`src/mbh_pkg.sv`:
```
// Function
// - Network reads become the configured read function code 1..4, reset 4.
// - Network writes become the configured write function code 5,6,15,16, reset 16.
// - After a failed transfer wait the retry delay in centiseconds, reset 100.
// - Peripheral address is source register plus bias minus one.
// - Source registers 1..8192 only are translated; bias resets to 1. Periodic jobs skip the range check and use any start register.
// - Periodic transfers fall due once per interval counted in centiseconds.
// - Read count zero disables, one reads one, more reads consecutive registers.
// - Periodic reads start at the configured peripheral source register.
// - Read data lands in the mailbox from the configured destination register.
// - Write count zero disables, one writes one, more writes consecutive registers.
// - Periodic writes target the peripheral from the configured start register.
// - Write data comes from the mailbox from the configured source register.
// - With a unit number the route holds port drop then unit number.
// - Buffer limit is 2..16, reset 16.
package mbh_pkg;
  localparam logic [11:0] OFS_CTRL     = 12'h000;
  localparam logic [11:0] OFS_READ_FC  = 12'h004;
  localparam logic [11:0] OFS_WRITE_FC = 12'h008;
  localparam logic [11:0] OFS_RETRY    = 12'h00C;
  localparam logic [11:0] OFS_BIAS     = 12'h010;
  localparam logic [11:0] OFS_INTERVAL = 12'h014;
  localparam logic [11:0] OFS_RD_COUNT = 12'h018;
  localparam logic [11:0] OFS_RD_FROM  = 12'h01C;
  localparam logic [11:0] OFS_RD_DEST  = 12'h020;
  localparam logic [11:0] OFS_WR_COUNT = 12'h024;
  localparam logic [11:0] OFS_WR_START = 12'h028;
  localparam logic [11:0] OFS_WR_FROM  = 12'h02C;
  localparam logic [11:0] OFS_ROUTE    = 12'h030;
  localparam logic [11:0] OFS_BUF_LIM  = 12'h034;
  localparam logic [11:0] OFS_STATUS   = 12'h038;
  localparam logic [11:0] OFS_INT_CLR  = 12'h03C;
  localparam logic [11:0] OFS_INT_EN   = 12'h040;
  localparam logic [11:0] OFS_XLATE    = 12'h044;
  localparam logic [11:0] OFS_STATE    = 12'h048;
  localparam logic [11:0] OFS_MBOX     = 12'h100;
  localparam logic [15:0] RST_READ_FC  = 16'h0004;
  localparam logic [15:0] RST_WRITE_FC = 16'h0010;
  localparam logic [15:0] RST_RETRY    = 16'h0064;
  localparam logic [15:0] RST_BIAS     = 16'h0001;
  localparam logic [15:0] RST_INTERVAL = 16'h0064;
  localparam logic [4:0]  RST_BUF_LIM  = 5'h10;
  localparam logic [4:0]  MIN_BUF_LIM  = 5'h02;
  localparam logic [15:0] SRC_REG_MAX  = 16'h2000;
  localparam logic [1:0]  MAX_RETRY    = 2'h3;
  localparam int          CLK_NS       = 50;
  localparam int          CS_NS        = 10000000;
  localparam int          CYC_PER_CS   = CS_NS / CLK_NS;
  // Status bit positions.
  localparam int ST_RD_DONE = 0;
  localparam int ST_WR_DONE = 1;
  localparam int ST_NOBUF   = 2;
  localparam int ST_FAIL    = 3;
  localparam int ST_XL_ERR  = 4;
  localparam int ST_BITS    = 5;

  typedef struct packed {
    logic [7:0]  fc;
    logic [15:0] addr;
    logic [15:0] count;
    logic        two_drops;
    logic [7:0]  drop_port;
    logic [7:0]  drop_unit;
  } mbh_req_t;

  typedef struct packed {
    logic        valid;
    logic        ok;
    logic        last;
    logic [15:0] data;
  } mbh_rsp_t;
endpackage

```
`src/mbh_tick.sv`:
```
`timescale 1ns/100ps
// Divides pclk into a one-cycle pulse per centisecond.
module mbh_tick import mbh_pkg::*; #(
  parameter int CYCLES = CYC_PER_CS
) (
  input  wire logic pclk,
  input  wire logic presetn,
  output logic      tick
);
  logic [31:0] cnt_reg;
  logic [31:0] cnt_next;

  // Count down and pulse on wrap.
  always_comb begin
    cnt_next = (cnt_reg == 32'h0) ? 32'(CYCLES - 1) : cnt_reg - 32'h1;
  end

  always_ff @(posedge pclk or negedge presetn) begin
    if (!presetn) begin
      cnt_reg <= 32'h0;
    end else begin
      cnt_reg <= cnt_next;
    end
  end

  assign tick = (cnt_reg == 32'h0);

  a_tick_spacing: assert property (@(posedge pclk) disable iff (!presetn)
    tick |=> !tick || (CYCLES == 1)) else $error("Tick pulse longer than one cycle.");
endmodule

```
`src/mbh_host.sv`:
```
// Design decisions made here: the register addresses and the APB register port.
`timescale 1ns/100ps
// Modbus host port: APB registers, mailbox, translation and auto-transfer engine.
module mbh_host import mbh_pkg::*; #(
  parameter int CS_CYCLES  = CYC_PER_CS,
  parameter int MBOX_DEPTH = 16
) (
  input  wire logic        pclk,
  input  wire logic        presetn,
  input  wire logic        psel,
  input  wire logic        penable,
  input  wire logic        pwrite,
  input  wire logic [11:0] paddr,
  input  wire logic [31:0] pwdata,
  output logic      [31:0] prdata,
  output logic             pready,
  output logic             pslverr,
  output logic             irq,
  output logic             per_req_valid,
  output mbh_req_t         per_req,
  input  wire logic        per_req_ready,
  input  wire mbh_rsp_t    per_rsp,
  output logic      [15:0] per_wdata,
  input  wire logic        per_wdata_take
);
  localparam int MW = $clog2(MBOX_DEPTH);
  typedef enum logic [1:0] {S_IDLE, S_REQ, S_WAIT, S_RETRY} mbh_state_t;

  // Source register range check and bias addition, shared by both paths.
  function automatic logic [16:0] xlate(input logic [15:0] src, input logic [15:0] bias);
    xlate[16]   = (src == 16'h0) || (src > SRC_REG_MAX);
    xlate[15:0] = src + bias - 16'h1;
  endfunction

  function automatic logic [MW-1:0] mbox_idx(input logic [15:0] reg_no, input logic [15:0] ofs);
    logic [15:0] sum;
    sum = reg_no - 16'h1 + ofs;
    mbox_idx = sum[MW-1:0];
  endfunction

  logic             ctrl_en_reg, ctrl_en_next;
  logic [15:0]      read_fc_reg, read_fc_next, write_fc_reg, write_fc_next;
  logic [15:0]      retry_reg, retry_next, bias_reg, bias_next, intv_reg, intv_next;
  logic [15:0]      rd_cnt_reg, rd_cnt_next, rd_from_reg, rd_from_next;
  logic [15:0]      mailbox_read_dest_reg, mailbox_read_dest_next;
  logic [15:0]      wr_cnt_reg, wr_cnt_next;
  logic [15:0]      peripheral_write_start_reg, peripheral_write_start_next;
  logic [15:0]      wr_from_reg, wr_from_next;
  logic [16:0]      route_reg, route_next;
  logic [4:0]       buf_lim_reg, buf_lim_next;
  logic [ST_BITS-1:0] status_reg, status_next, int_en_reg, int_en_next;
  logic [31:0]      xl_reg, xl_next, prdata_reg, prdata_next;
  logic [15:0]      mbox_reg [MBOX_DEPTH];
  logic [15:0]      mbox_next [MBOX_DEPTH];
  mbh_state_t       st_reg, st_next;
  logic             is_wr_reg, is_wr_next, last_rd_reg, last_rd_next;
  logic [4:0]       rd_pend_reg, rd_pend_next, wr_pend_reg, wr_pend_next;
  logic [15:0]      idx_reg, idx_next, wait_reg, wait_next, intv_cnt_reg, intv_cnt_next;
  logic [1:0]       tries_reg, tries_next;
  logic             req_v_reg, req_v_next;
  mbh_req_t         req_reg, req_next;
  logic             cs_tick, due, wr_acc, rd_setup, map_hit;
  logic [5:0]       in_use;
  logic [ST_BITS-1:0] ev;
  logic [16:0]      xl_start, xl_from;

  mbh_tick #(.CYCLES(CS_CYCLES)) u_tick (.pclk(pclk), .presetn(presetn), .tick(cs_tick));

  // Translated start addresses of both periodic jobs; bit 16 is the range flag, unused here.
  assign xl_start = xlate(peripheral_write_start_reg, bias_reg);
  assign xl_from  = xlate(rd_from_reg, bias_reg);

  assign wr_acc   = psel && penable && pwrite;
  assign rd_setup = psel && !penable && !pwrite;
  assign in_use   = {1'b0, rd_pend_reg} + {1'b0, wr_pend_reg};

  // Address decode; zero-wait APB, unmapped offsets answer with an error.
  always_comb begin
    map_hit = (paddr[11:8] == OFS_MBOX[11:8] && paddr[7:2] < 6'(MBOX_DEPTH)) ||
              (paddr <= OFS_STATE && paddr[1:0] == 2'h0);
  end
  assign pready  = 1'b1;
  assign pslverr = psel && penable && !map_hit;
  assign prdata  = prdata_reg;
  assign irq     = |(status_reg & int_en_reg);

  // Configuration, status and translation registers.
  always_comb begin
    ctrl_en_next = ctrl_en_reg;
    read_fc_next = read_fc_reg;
    write_fc_next = write_fc_reg;
    retry_next = retry_reg;
    bias_next = bias_reg;
    intv_next = intv_reg;
    rd_cnt_next = rd_cnt_reg;
    rd_from_next = rd_from_reg;
    mailbox_read_dest_next = mailbox_read_dest_reg;
    wr_cnt_next = wr_cnt_reg;
    peripheral_write_start_next = peripheral_write_start_reg;
    wr_from_next = wr_from_reg;
    route_next = route_reg;
    buf_lim_next = buf_lim_reg;
    int_en_next = int_en_reg;
    xl_next = xl_reg;
    status_next = status_reg;
    prdata_next = 32'h0;
    if (wr_acc) begin
      unique case (paddr)
        OFS_CTRL:     ctrl_en_next = pwdata[0];
        OFS_READ_FC:  if (pwdata[15:0] inside {[16'h1:16'h4]}) read_fc_next = pwdata[15:0];
        OFS_WRITE_FC: if (pwdata[15:0] inside {16'h5, 16'h6, 16'hF, 16'h10})
                        write_fc_next = pwdata[15:0];
        OFS_RETRY:    retry_next = pwdata[15:0];
        OFS_BIAS:     bias_next = pwdata[15:0];
        OFS_INTERVAL: intv_next = pwdata[15:0];
        OFS_RD_COUNT: rd_cnt_next = pwdata[15:0];
        OFS_RD_FROM:  rd_from_next = pwdata[15:0];
        OFS_RD_DEST:  mailbox_read_dest_next = pwdata[15:0];
        OFS_WR_COUNT: wr_cnt_next = pwdata[15:0];
        OFS_WR_START: peripheral_write_start_next = pwdata[15:0];
        OFS_WR_FROM:  wr_from_next = pwdata[15:0];
        OFS_ROUTE:    route_next = pwdata[16:0];
        OFS_BUF_LIM:  if (pwdata[4:0] >= MIN_BUF_LIM && pwdata[4:0] <= RST_BUF_LIM)
                        buf_lim_next = pwdata[4:0];
        OFS_INT_CLR:  status_next = status_reg & ~pwdata[ST_BITS-1:0];
        OFS_INT_EN:   int_en_next = pwdata[ST_BITS-1:0];
        OFS_XLATE: begin
          // Bit 16 selects a write request; the result shows code, address and range error.
          xl_next[31:24] = pwdata[16] ? write_fc_reg[7:0] : read_fc_reg[7:0];
          {xl_next[16], xl_next[15:0]} = xlate(pwdata[15:0], bias_reg);
          xl_next[23:17] = 7'h0;
        end
        default: ;
      endcase
    end
    // Events set after the clear so a coincident event is never lost.
    if (wr_acc && paddr == OFS_XLATE) begin
      status_next[ST_XL_ERR] = status_next[ST_XL_ERR] | xl_next[16];
    end
    status_next = status_next | ev;
    if (rd_setup) begin
      unique case (paddr)
        OFS_CTRL:     prdata_next = {31'h0, ctrl_en_reg};
        OFS_READ_FC:  prdata_next = {16'h0, read_fc_reg};
        OFS_WRITE_FC: prdata_next = {16'h0, write_fc_reg};
        OFS_RETRY:    prdata_next = {16'h0, retry_reg};
        OFS_BIAS:     prdata_next = {16'h0, bias_reg};
        OFS_INTERVAL: prdata_next = {16'h0, intv_reg};
        OFS_RD_COUNT: prdata_next = {16'h0, rd_cnt_reg};
        OFS_RD_FROM:  prdata_next = {16'h0, rd_from_reg};
        OFS_RD_DEST:  prdata_next = {16'h0, mailbox_read_dest_reg};
        OFS_WR_COUNT: prdata_next = {16'h0, wr_cnt_reg};
        OFS_WR_START: prdata_next = {16'h0, peripheral_write_start_reg};
        OFS_WR_FROM:  prdata_next = {16'h0, wr_from_reg};
        OFS_ROUTE:    prdata_next = {15'h0, route_reg};
        OFS_BUF_LIM:  prdata_next = {27'h0, buf_lim_reg};
        OFS_STATUS:   prdata_next = {27'h0, status_reg};
        OFS_INT_EN:   prdata_next = {27'h0, int_en_reg};
        OFS_XLATE:    prdata_next = xl_reg;
        OFS_STATE:    prdata_next = {16'h0, 6'h0, 2'(st_reg), 3'h0, in_use[4:0]};
        default:      if (paddr[11:8] == OFS_MBOX[11:8] && paddr[7:2] < 6'(MBOX_DEPTH))
                        prdata_next = {16'h0, mbox_reg[paddr[MW+1:2]]};
      endcase
    end
  end

  always_ff @(posedge pclk or negedge presetn) begin
    if (!presetn) begin
      ctrl_en_reg <= 1'b0;
      read_fc_reg <= RST_READ_FC;
      write_fc_reg <= RST_WRITE_FC;
      retry_reg <= RST_RETRY;
      bias_reg <= RST_BIAS;
      intv_reg <= RST_INTERVAL;
      rd_cnt_reg <= 16'h0;
      rd_from_reg <= 16'h1;
      mailbox_read_dest_reg <= 16'h1;
      wr_cnt_reg <= 16'h0;
      peripheral_write_start_reg <= 16'h1;
      wr_from_reg <= 16'h1;
      route_reg <= 17'h0;
      buf_lim_reg <= RST_BUF_LIM;
      status_reg <= '0;
      int_en_reg <= '0;
      xl_reg <= 32'h0;
      prdata_reg <= 32'h0;
    end else begin
      ctrl_en_reg <= ctrl_en_next;
      read_fc_reg <= read_fc_next;
      write_fc_reg <= write_fc_next;
      retry_reg <= retry_next;
      bias_reg <= bias_next;
      intv_reg <= intv_next;
      rd_cnt_reg <= rd_cnt_next;
      rd_from_reg <= rd_from_next;
      mailbox_read_dest_reg <= mailbox_read_dest_next;
      wr_cnt_reg <= wr_cnt_next;
      peripheral_write_start_reg <= peripheral_write_start_next;
      wr_from_reg <= wr_from_next;
      route_reg <= route_next;
      buf_lim_reg <= buf_lim_next;
      status_reg <= status_next;
      int_en_reg <= int_en_next;
      xl_reg <= xl_next;
      prdata_reg <= prdata_next;
    end
  end

  // Engine: interval timer, job queue counts, request issue, retries and mailbox.
  always_comb begin
    st_next = st_reg;
    is_wr_next = is_wr_reg;
    last_rd_next = last_rd_reg;
    rd_pend_next = rd_pend_reg;
    wr_pend_next = wr_pend_reg;
    idx_next = idx_reg;
    wait_next = wait_reg;
    tries_next = tries_reg;
    req_v_next = req_v_reg;
    req_next = req_reg;
    intv_cnt_next = intv_cnt_reg;
    mbox_next = mbox_reg;
    ev = '0;
    due = 1'b0;
    if (wr_acc && paddr[11:8] == OFS_MBOX[11:8] && paddr[7:2] < 6'(MBOX_DEPTH)) begin
      mbox_next[paddr[MW+1:2]] = pwdata[15:0];
    end
    if (!ctrl_en_reg || intv_reg == 16'h0) begin
      intv_cnt_next = 16'h0;
    end else if (cs_tick) begin
      due = (intv_cnt_reg + 16'h1 >= intv_reg);
      intv_cnt_next = due ? 16'h0 : intv_cnt_reg + 16'h1;
    end
    // Each due job takes a buffer; one that finds none is dropped.
    if (due && rd_cnt_reg != 16'h0) begin
      if (in_use < {1'b0, buf_lim_reg}) rd_pend_next = rd_pend_reg + 5'h1;
      else ev[ST_NOBUF] = 1'b1;
    end
    if (due && wr_cnt_reg != 16'h0) begin
      if (in_use + {5'h0, rd_cnt_reg != 16'h0} < {1'b0, buf_lim_reg})
        wr_pend_next = wr_pend_reg + 5'h1;
      else ev[ST_NOBUF] = 1'b1;
    end
    unique case (st_reg)
      S_IDLE: begin
        // Read goes first unless a read was just served and a write waits.
        if (rd_pend_reg != 5'h0 && !(last_rd_reg && wr_pend_reg != 5'h0)) begin
          is_wr_next = 1'b0;
          st_next = S_REQ;
        end else if (wr_pend_reg != 5'h0) begin
          is_wr_next = 1'b1;
          st_next = S_REQ;
        end
        tries_next = 2'h0;
        if (st_next == S_REQ) begin
          req_v_next = 1'b1;
          idx_next = 16'h0;
          req_next.fc = is_wr_next ? write_fc_reg[7:0] : read_fc_reg[7:0];
          req_next.addr = is_wr_next ? xl_start[15:0] : xl_from[15:0];
          req_next.count = is_wr_next ? wr_cnt_reg : rd_cnt_reg;
          req_next.two_drops = route_reg[16];
          req_next.drop_port = route_reg[15:8];
          req_next.drop_unit = route_reg[7:0];
        end
      end
      S_REQ: begin
        if (per_req_ready) begin
          req_v_next = 1'b0;
          st_next = S_WAIT;
        end
      end
      S_WAIT: begin
        if (is_wr_reg && per_wdata_take) idx_next = idx_reg + 16'h1;
        if (per_rsp.valid && per_rsp.ok && !is_wr_reg) begin
          mbox_next[mbox_idx(mailbox_read_dest_reg, idx_reg)] = per_rsp.data;
          idx_next = idx_reg + 16'h1;
        end
        if (per_rsp.valid && (per_rsp.last || !per_rsp.ok)) begin
          if (per_rsp.ok || tries_reg == MAX_RETRY) begin
            if (!per_rsp.ok) ev[ST_FAIL] = 1'b1;
            else if (is_wr_reg) ev[ST_WR_DONE] = 1'b1;
            else ev[ST_RD_DONE] = 1'b1;
            if (is_wr_reg) wr_pend_next = wr_pend_next - 5'h1;
            else rd_pend_next = rd_pend_next - 5'h1;
            last_rd_next = !is_wr_reg;
            st_next = S_IDLE;
          end else begin
            tries_next = tries_reg + 2'h1;
            wait_next = retry_reg;
            st_next = S_RETRY;
          end
        end
      end
      S_RETRY: begin
        if (wait_reg == 16'h0) begin
          idx_next = 16'h0;
          req_v_next = 1'b1;
          st_next = S_REQ;
        end else if (cs_tick) begin
          wait_next = wait_reg - 16'h1;
        end
      end
    endcase
  end

  always_ff @(posedge pclk or negedge presetn) begin
    if (!presetn) begin
      st_reg <= S_IDLE;
      is_wr_reg <= 1'b0;
      last_rd_reg <= 1'b0;
      rd_pend_reg <= 5'h0;
      wr_pend_reg <= 5'h0;
      idx_reg <= 16'h0;
      wait_reg <= 16'h0;
      tries_reg <= 2'h0;
      req_v_reg <= 1'b0;
      req_reg <= '0;
      intv_cnt_reg <= 16'h0;
      for (int i = 0; i < MBOX_DEPTH; i++) mbox_reg[i] <= 16'h0;
    end else begin
      st_reg <= st_next;
      is_wr_reg <= is_wr_next;
      last_rd_reg <= last_rd_next;
      rd_pend_reg <= rd_pend_next;
      wr_pend_reg <= wr_pend_next;
      idx_reg <= idx_next;
      wait_reg <= wait_next;
      tries_reg <= tries_next;
      req_v_reg <= req_v_next;
      req_reg <= req_next;
      intv_cnt_reg <= intv_cnt_next;
      mbox_reg <= mbox_next;
    end
  end

  assign per_req_valid = req_v_reg;
  assign per_req = req_reg;
  assign per_wdata = mbox_reg[mbox_idx(wr_from_reg, idx_reg)];

  a_read_fc_legal: assert property (@(posedge pclk) disable iff (!presetn)
    read_fc_reg inside {[16'h1:16'h4]}) else $error("Read code left legal set.");
  a_write_fc_legal: assert property (@(posedge pclk) disable iff (!presetn)
    write_fc_reg inside {16'h5, 16'h6, 16'hF, 16'h10}) else $error("Bad write code.");
  a_retry_wait: assert property (@(posedge pclk) disable iff (!presetn)
    st_reg == S_WAIT && st_next == S_RETRY |=> wait_reg == retry_reg)
    else $error("Retry delay not loaded.");
  a_xlate_addr: assert property (@(posedge pclk) disable iff (!presetn)
    wr_acc && paddr == OFS_XLATE |=>
    xl_reg[15:0] == $past(pwdata[15:0]) + $past(bias_reg) - 16'h1)
    else $error("Translated address wrong.");
  a_xlate_range: assert property (@(posedge pclk) disable iff (!presetn)
    wr_acc && paddr == OFS_XLATE && pwdata[15:0] > SRC_REG_MAX |=> xl_reg[16] && status_reg[ST_XL_ERR])
    else $error("Out of range source accepted.");
  a_zero_count: assert property (@(posedge pclk) disable iff (!presetn)
    rd_cnt_reg == 16'h0 && due |=> rd_pend_reg == $past(rd_pend_reg) - 5'(($past(st_reg) == S_WAIT
    && !$past(is_wr_reg) && $past(st_next) == S_IDLE) ? 1 : 0))
    else $error("Disabled read queued.");
  a_read_first: assert property (@(posedge pclk) disable iff (!presetn)
    st_reg == S_IDLE && rd_pend_reg != 5'h0 && !last_rd_reg |=> !is_wr_reg)
    else $error("Write issued before read.");
  a_buf_limit: assert property (@(posedge pclk) disable iff (!presetn)
    in_use <= {1'b0, buf_lim_reg} || $past(buf_lim_reg) != buf_lim_reg)
    else $error("Buffers exceed limit.");
  a_buf_lim_range: assert property (@(posedge pclk) disable iff (!presetn)
    buf_lim_reg >= MIN_BUF_LIM && buf_lim_reg <= RST_BUF_LIM)
    else $error("Buffer limit out of range.");
  a_req_hold: assert property (@(posedge pclk) disable iff (!presetn)
    per_req_valid && !per_req_ready |=> per_req_valid && $stable(per_req))
    else $error("Request dropped before taken.");
endmodule

```
`config.mk`:
```
export PLATFORM = sky130hd
export DESIGN_NAME = mbh_host
export DESIGN_NICKNAME = d
export VERILOG_FILES = /design/src/mbh_pkg.sv /design/src/mbh_tick.sv /design/src/mbh_host.sv
export SDC_FILE = /design/constraint.sdc
export NUM_CORES = 2
export LEC_CHECK = 0
export BUFFER_PORTS_ARGS = -buffer_cell sky130_fd_sc_hd__buf_2
export CELL_PAD_IN_SITES_DETAIL_PLACEMENT = 0
export CELL_PAD_IN_SITES_GLOBAL_PLACEMENT = 1
export CORE_ASPECT_RATIO = 0.75
export CORE_MARGIN = 3
export CORE_UTILIZATION = 35
export CTS_CLUSTER_SIZE = 28
export DETAILED_ROUTE_END_ITERATION = 8
export PLACE_DENSITY = 0.68
export SLEW_MARGIN = 20
export SYNTH_ARGS = -nofsm -noshare
export SYNTH_HDL_FRONTEND = slang
export SYNTH_HIERARCHICAL = 1
export SYNTH_SLANG_ARGS = --single-unit
```
`constraint.sdc`:
```
create_clock -name pclk -period 10.7 [get_ports pclk]
set_clock_uncertainty 0.2 [all_clocks]
set_input_delay 1.07 -clock pclk [delete_from_list [all_inputs] [get_ports pclk]]
set_output_delay 1.07 -clock pclk [all_outputs]
set_load 0.05 [all_outputs]
```
==> flow_summary.yaml <==
synth:
  ys_top_cells_by_area: "dfrtp_1 (42%), mux4_2 (9.4%), mux2i_1 (6.3%), ha_1 (4.4%), o21ai_0 (4.1%)"
  synthArstFlopShare: 1.00
  synth_seq_cells: 657
  yosys.area.top_type: "dfrtp_1"
  synth-seq-area-share: 0.431
  syn_area_per_cell_um2: 9.95
  netlist.area_leader.share: 0.422
  synthCells: 3834
  synth_edf_count: 0
  synth_flop_cell: "dfrtp_1"
  synth.distinct_cells: 85
  netlist_area_um2: 38200
  yosysWarningCount: 6
routing:
  first_iter_violations: 3007
  drc: 0
  wl_per_cell_um: 25.8
  drt_wl_total_mm: 138
  antenna_left: 0
  num_vias: 30300
  vias_per_cell: 5.65
  drtPass1Iterations: 8
critical_path:
  r2r_end: "rd_pend_reg[4]$_DFF_PN0_"
  worstReg2RegStart: "intv_cnt_reg[0]$_DFFE_PN0P_"
  path_delay_family: "multiplexers"
  crit_path_start_kind: "flop"
  critPathKind: "flop to output pin"
  cp_max_fo: 34
  cp_num_buf_inv: 4
  endpoint_kind: "output pin"
  cp.arrival_ps: 4490
  cp_cell_sequence: "inv_1, ha_4, inv_1, ha_4, buf_4, mux4_2, mux4_2, buf_2"
  r2r_slack_ps: 5670
  cpMaxStageDelayCell: "buf_4"
  crit_path_max_incr_delay_ps: 740
  r2r_cells: 16
  required_ps: 9430
sta:
  period_minus_slack_ps: 5760
  relSlewSlack: 0.228
  hold_violations: 0
  tns_ps: 0
  rsz0062_at_grt: "no"
  slew_viol_final: 0
  finalCritPeriodShare: 0.539
  tightest_slew_ps: 1160
  timing.hold.ws_ps: 168
  setup_viol: 0
  fmax_mhz: 173
floorplanning:
  die_width_um: 387
  die_h_um: 292
  core_um2: 108000
  start_util: 0.354
  io_pins: 179
  die_area_um2: 113000
  row_count: 104
cts:
  cts_tree: "built"
  cts_buffers: 75
  postCtsResizedCells: 0
  postCtsSetupRepairBufs: 0
  cts.sinks: 657
  h-tree-depth: 3
  root_buffer: "clkbuf_16"
  clockBufferDepth: 3
  cts.hold.buffers_added: 0
  clk_pin_slew_ps: 60
  clock_insertion_delay_worst_skew_ps: 670
power:
  leakage_nw: 19.2
  clock_power_share: 0.339
  combPwrFrac: 0.293
  seq_power_share: 0.368
  switchingPower_mw: 2.88
  cellPowerDensity_nw_per_um2: 187
  p_sw_frac: 0.358
  p_int_mw: 5.17
  vdd_drop_max_mv: 0.197
grt:
  grt_pass1_vias: 29000
  grt_max_degree: 163
  antenna_found_initial: 16
  track_usage: 0.243
  grt-ovfl-total: 0
  grt_pass1_wl_mm: 204
place:
  place.gp.congestion: 0.925
  post_dp_cell_area_um2: 40400
  portBuffers: 155
  post-dp-hpwl_mm: 92.6
run:
  cap_violations: 0
status:
  status: "completed"
min_path:
  min_path_type: "primary input to asynchronous set/reset pin"
cells_and_area:
  largest_reg_flops: 256
  nets: 4070
  drive_above_1_share: 0.182
  fillers: 10500
  fin_area_um2: 43100
  fin_util: 0.400
  syn2layout_area_growth_pct: 12.8
worst reg2reg max path, delay by kind of cell (launching register included):
family,cells,cell delay [ps]
AOI/OAI and AO/OA,4,1070
and+or+nand+nor,7,1800
muxes,1,470
adders and majority gates,2,610
xor gates and xnor gates,2,340
DFF,1,430
power groups by stage:
stage / Clock, mW / Combinational (mW) / Sequential [mW]
CTS: 2.77 / 2.36 / 2.96
finish: 2.73 / 2.36 / 2.97
detailed placement: 0 / 2.35 / 3.00
global placement: 0 / 2.32 / 2.99
global route: 2.87 / 2.53 / 3.00
floorplan: 0 / 1.59 / 3.02
placed cells by master (no fill, tap or decap), drive strengths merged, types with 47 or more instances in the layout:
master / netlist / final
dfrtp: 643 / 643
nand2: 404 / 404
nor2: 363 / 363
o21ai: 314 / 314
a21oi: 280 / 280
mux2i: 241 / 241
buf: 80 / 226
inv: 207 / 210
mux4: 160 / 160
ha: 135 / 135
mux2: 115 / 115
clkbuf: 204 / 103
a22oi: 70 / 70
nor3: 69 / 69
xnor2: 65 / 65
nand3: 47 / 47
cell families (layout without fill, tap and decap cells):
family / after synthesis / count (layout) / synth area share
simple gates: 1096 / 1096 / 0.129
xor+xnor: 101 / 101 / 0.0232
other cells: 2 / 15 / 0.000197
fa+ha+maj: 141 / 141 / 0.0474
buf+inv: 494 / 575 / 0.0502
mux: 516 / 516 / 0.192
flops: 657 / 657 / 0.431
compound gates: 827 / 827 / 0.127
per-layer routing:
layer | track usage | share of wire
met1 | 0.351 | 0.45
met2 | 0.338 | 0.40
met3 | 0.0861 | 0.11
met5 | 0 | 0.00066
met4 | 0.0736 | 0.034
final cells by class:
class	instances	area, um^2	area share
inverter	210	788	0.0183
tap	1431	1790	0.0416
antenna	7	17.5	0.000407
multi-input combinational	2689	20100	0.466
sequential	657	16500	0.382
timing repair buffer	226	1360	0.0316
clock inverter	36	449	0.0104
clock buffer	103	2110	0.0491
through the flow:
step | total power [mW] | std cells | setup slack, ps
global route | 8.41 | 5353 | 4690
finish | 8.06 | 5359 | 4940
detailed placement | 5.35 | 5213 | 5290
CTS | 8.09 | 5352 | 4840
floorplan | 4.61 | 3840 | 4490
global placement | 5.32 | 5213 | 5230
how the worst max path moves through the flow:
stage	from	endpoint	slack [ps]	depth (start not counted)
2_1_floorplan	paddr[2]	pslverr	4490	6
3_3_place_gp	pwdata[2]	xl_reg[14]$_DFFE_PN0P_	5230	13
3_5_place_dp	pwdata[2]	xl_reg[14]$_DFFE_PN0P_	5290	13
4_1_cts	wr_from_reg[0]$_DFFE_PN1P_	per_wdata[13]	4840	8
5_1_grt	wr_from_reg[0]$_DFFE_PN1P_	per_wdata[13]	4690	8
6_report	wr_from_reg[0]$_DFFE_PN1P_	per_wdata[13]	4940	8
Yosys cell counts (65+ instances only):
master    instances
a21oi_1         279
nand2_1         404
inv_1           207
o21ai_0         310
nor2_1          363
clkbuf_1        204
mux2i_1         241
xnor2_1          65
mux4_2          160
nor3_1           68
ha_1            135
mux2_2          114
dfrtp_1         643
a22oi_1          70
Power figures use the tool's default switching activity.
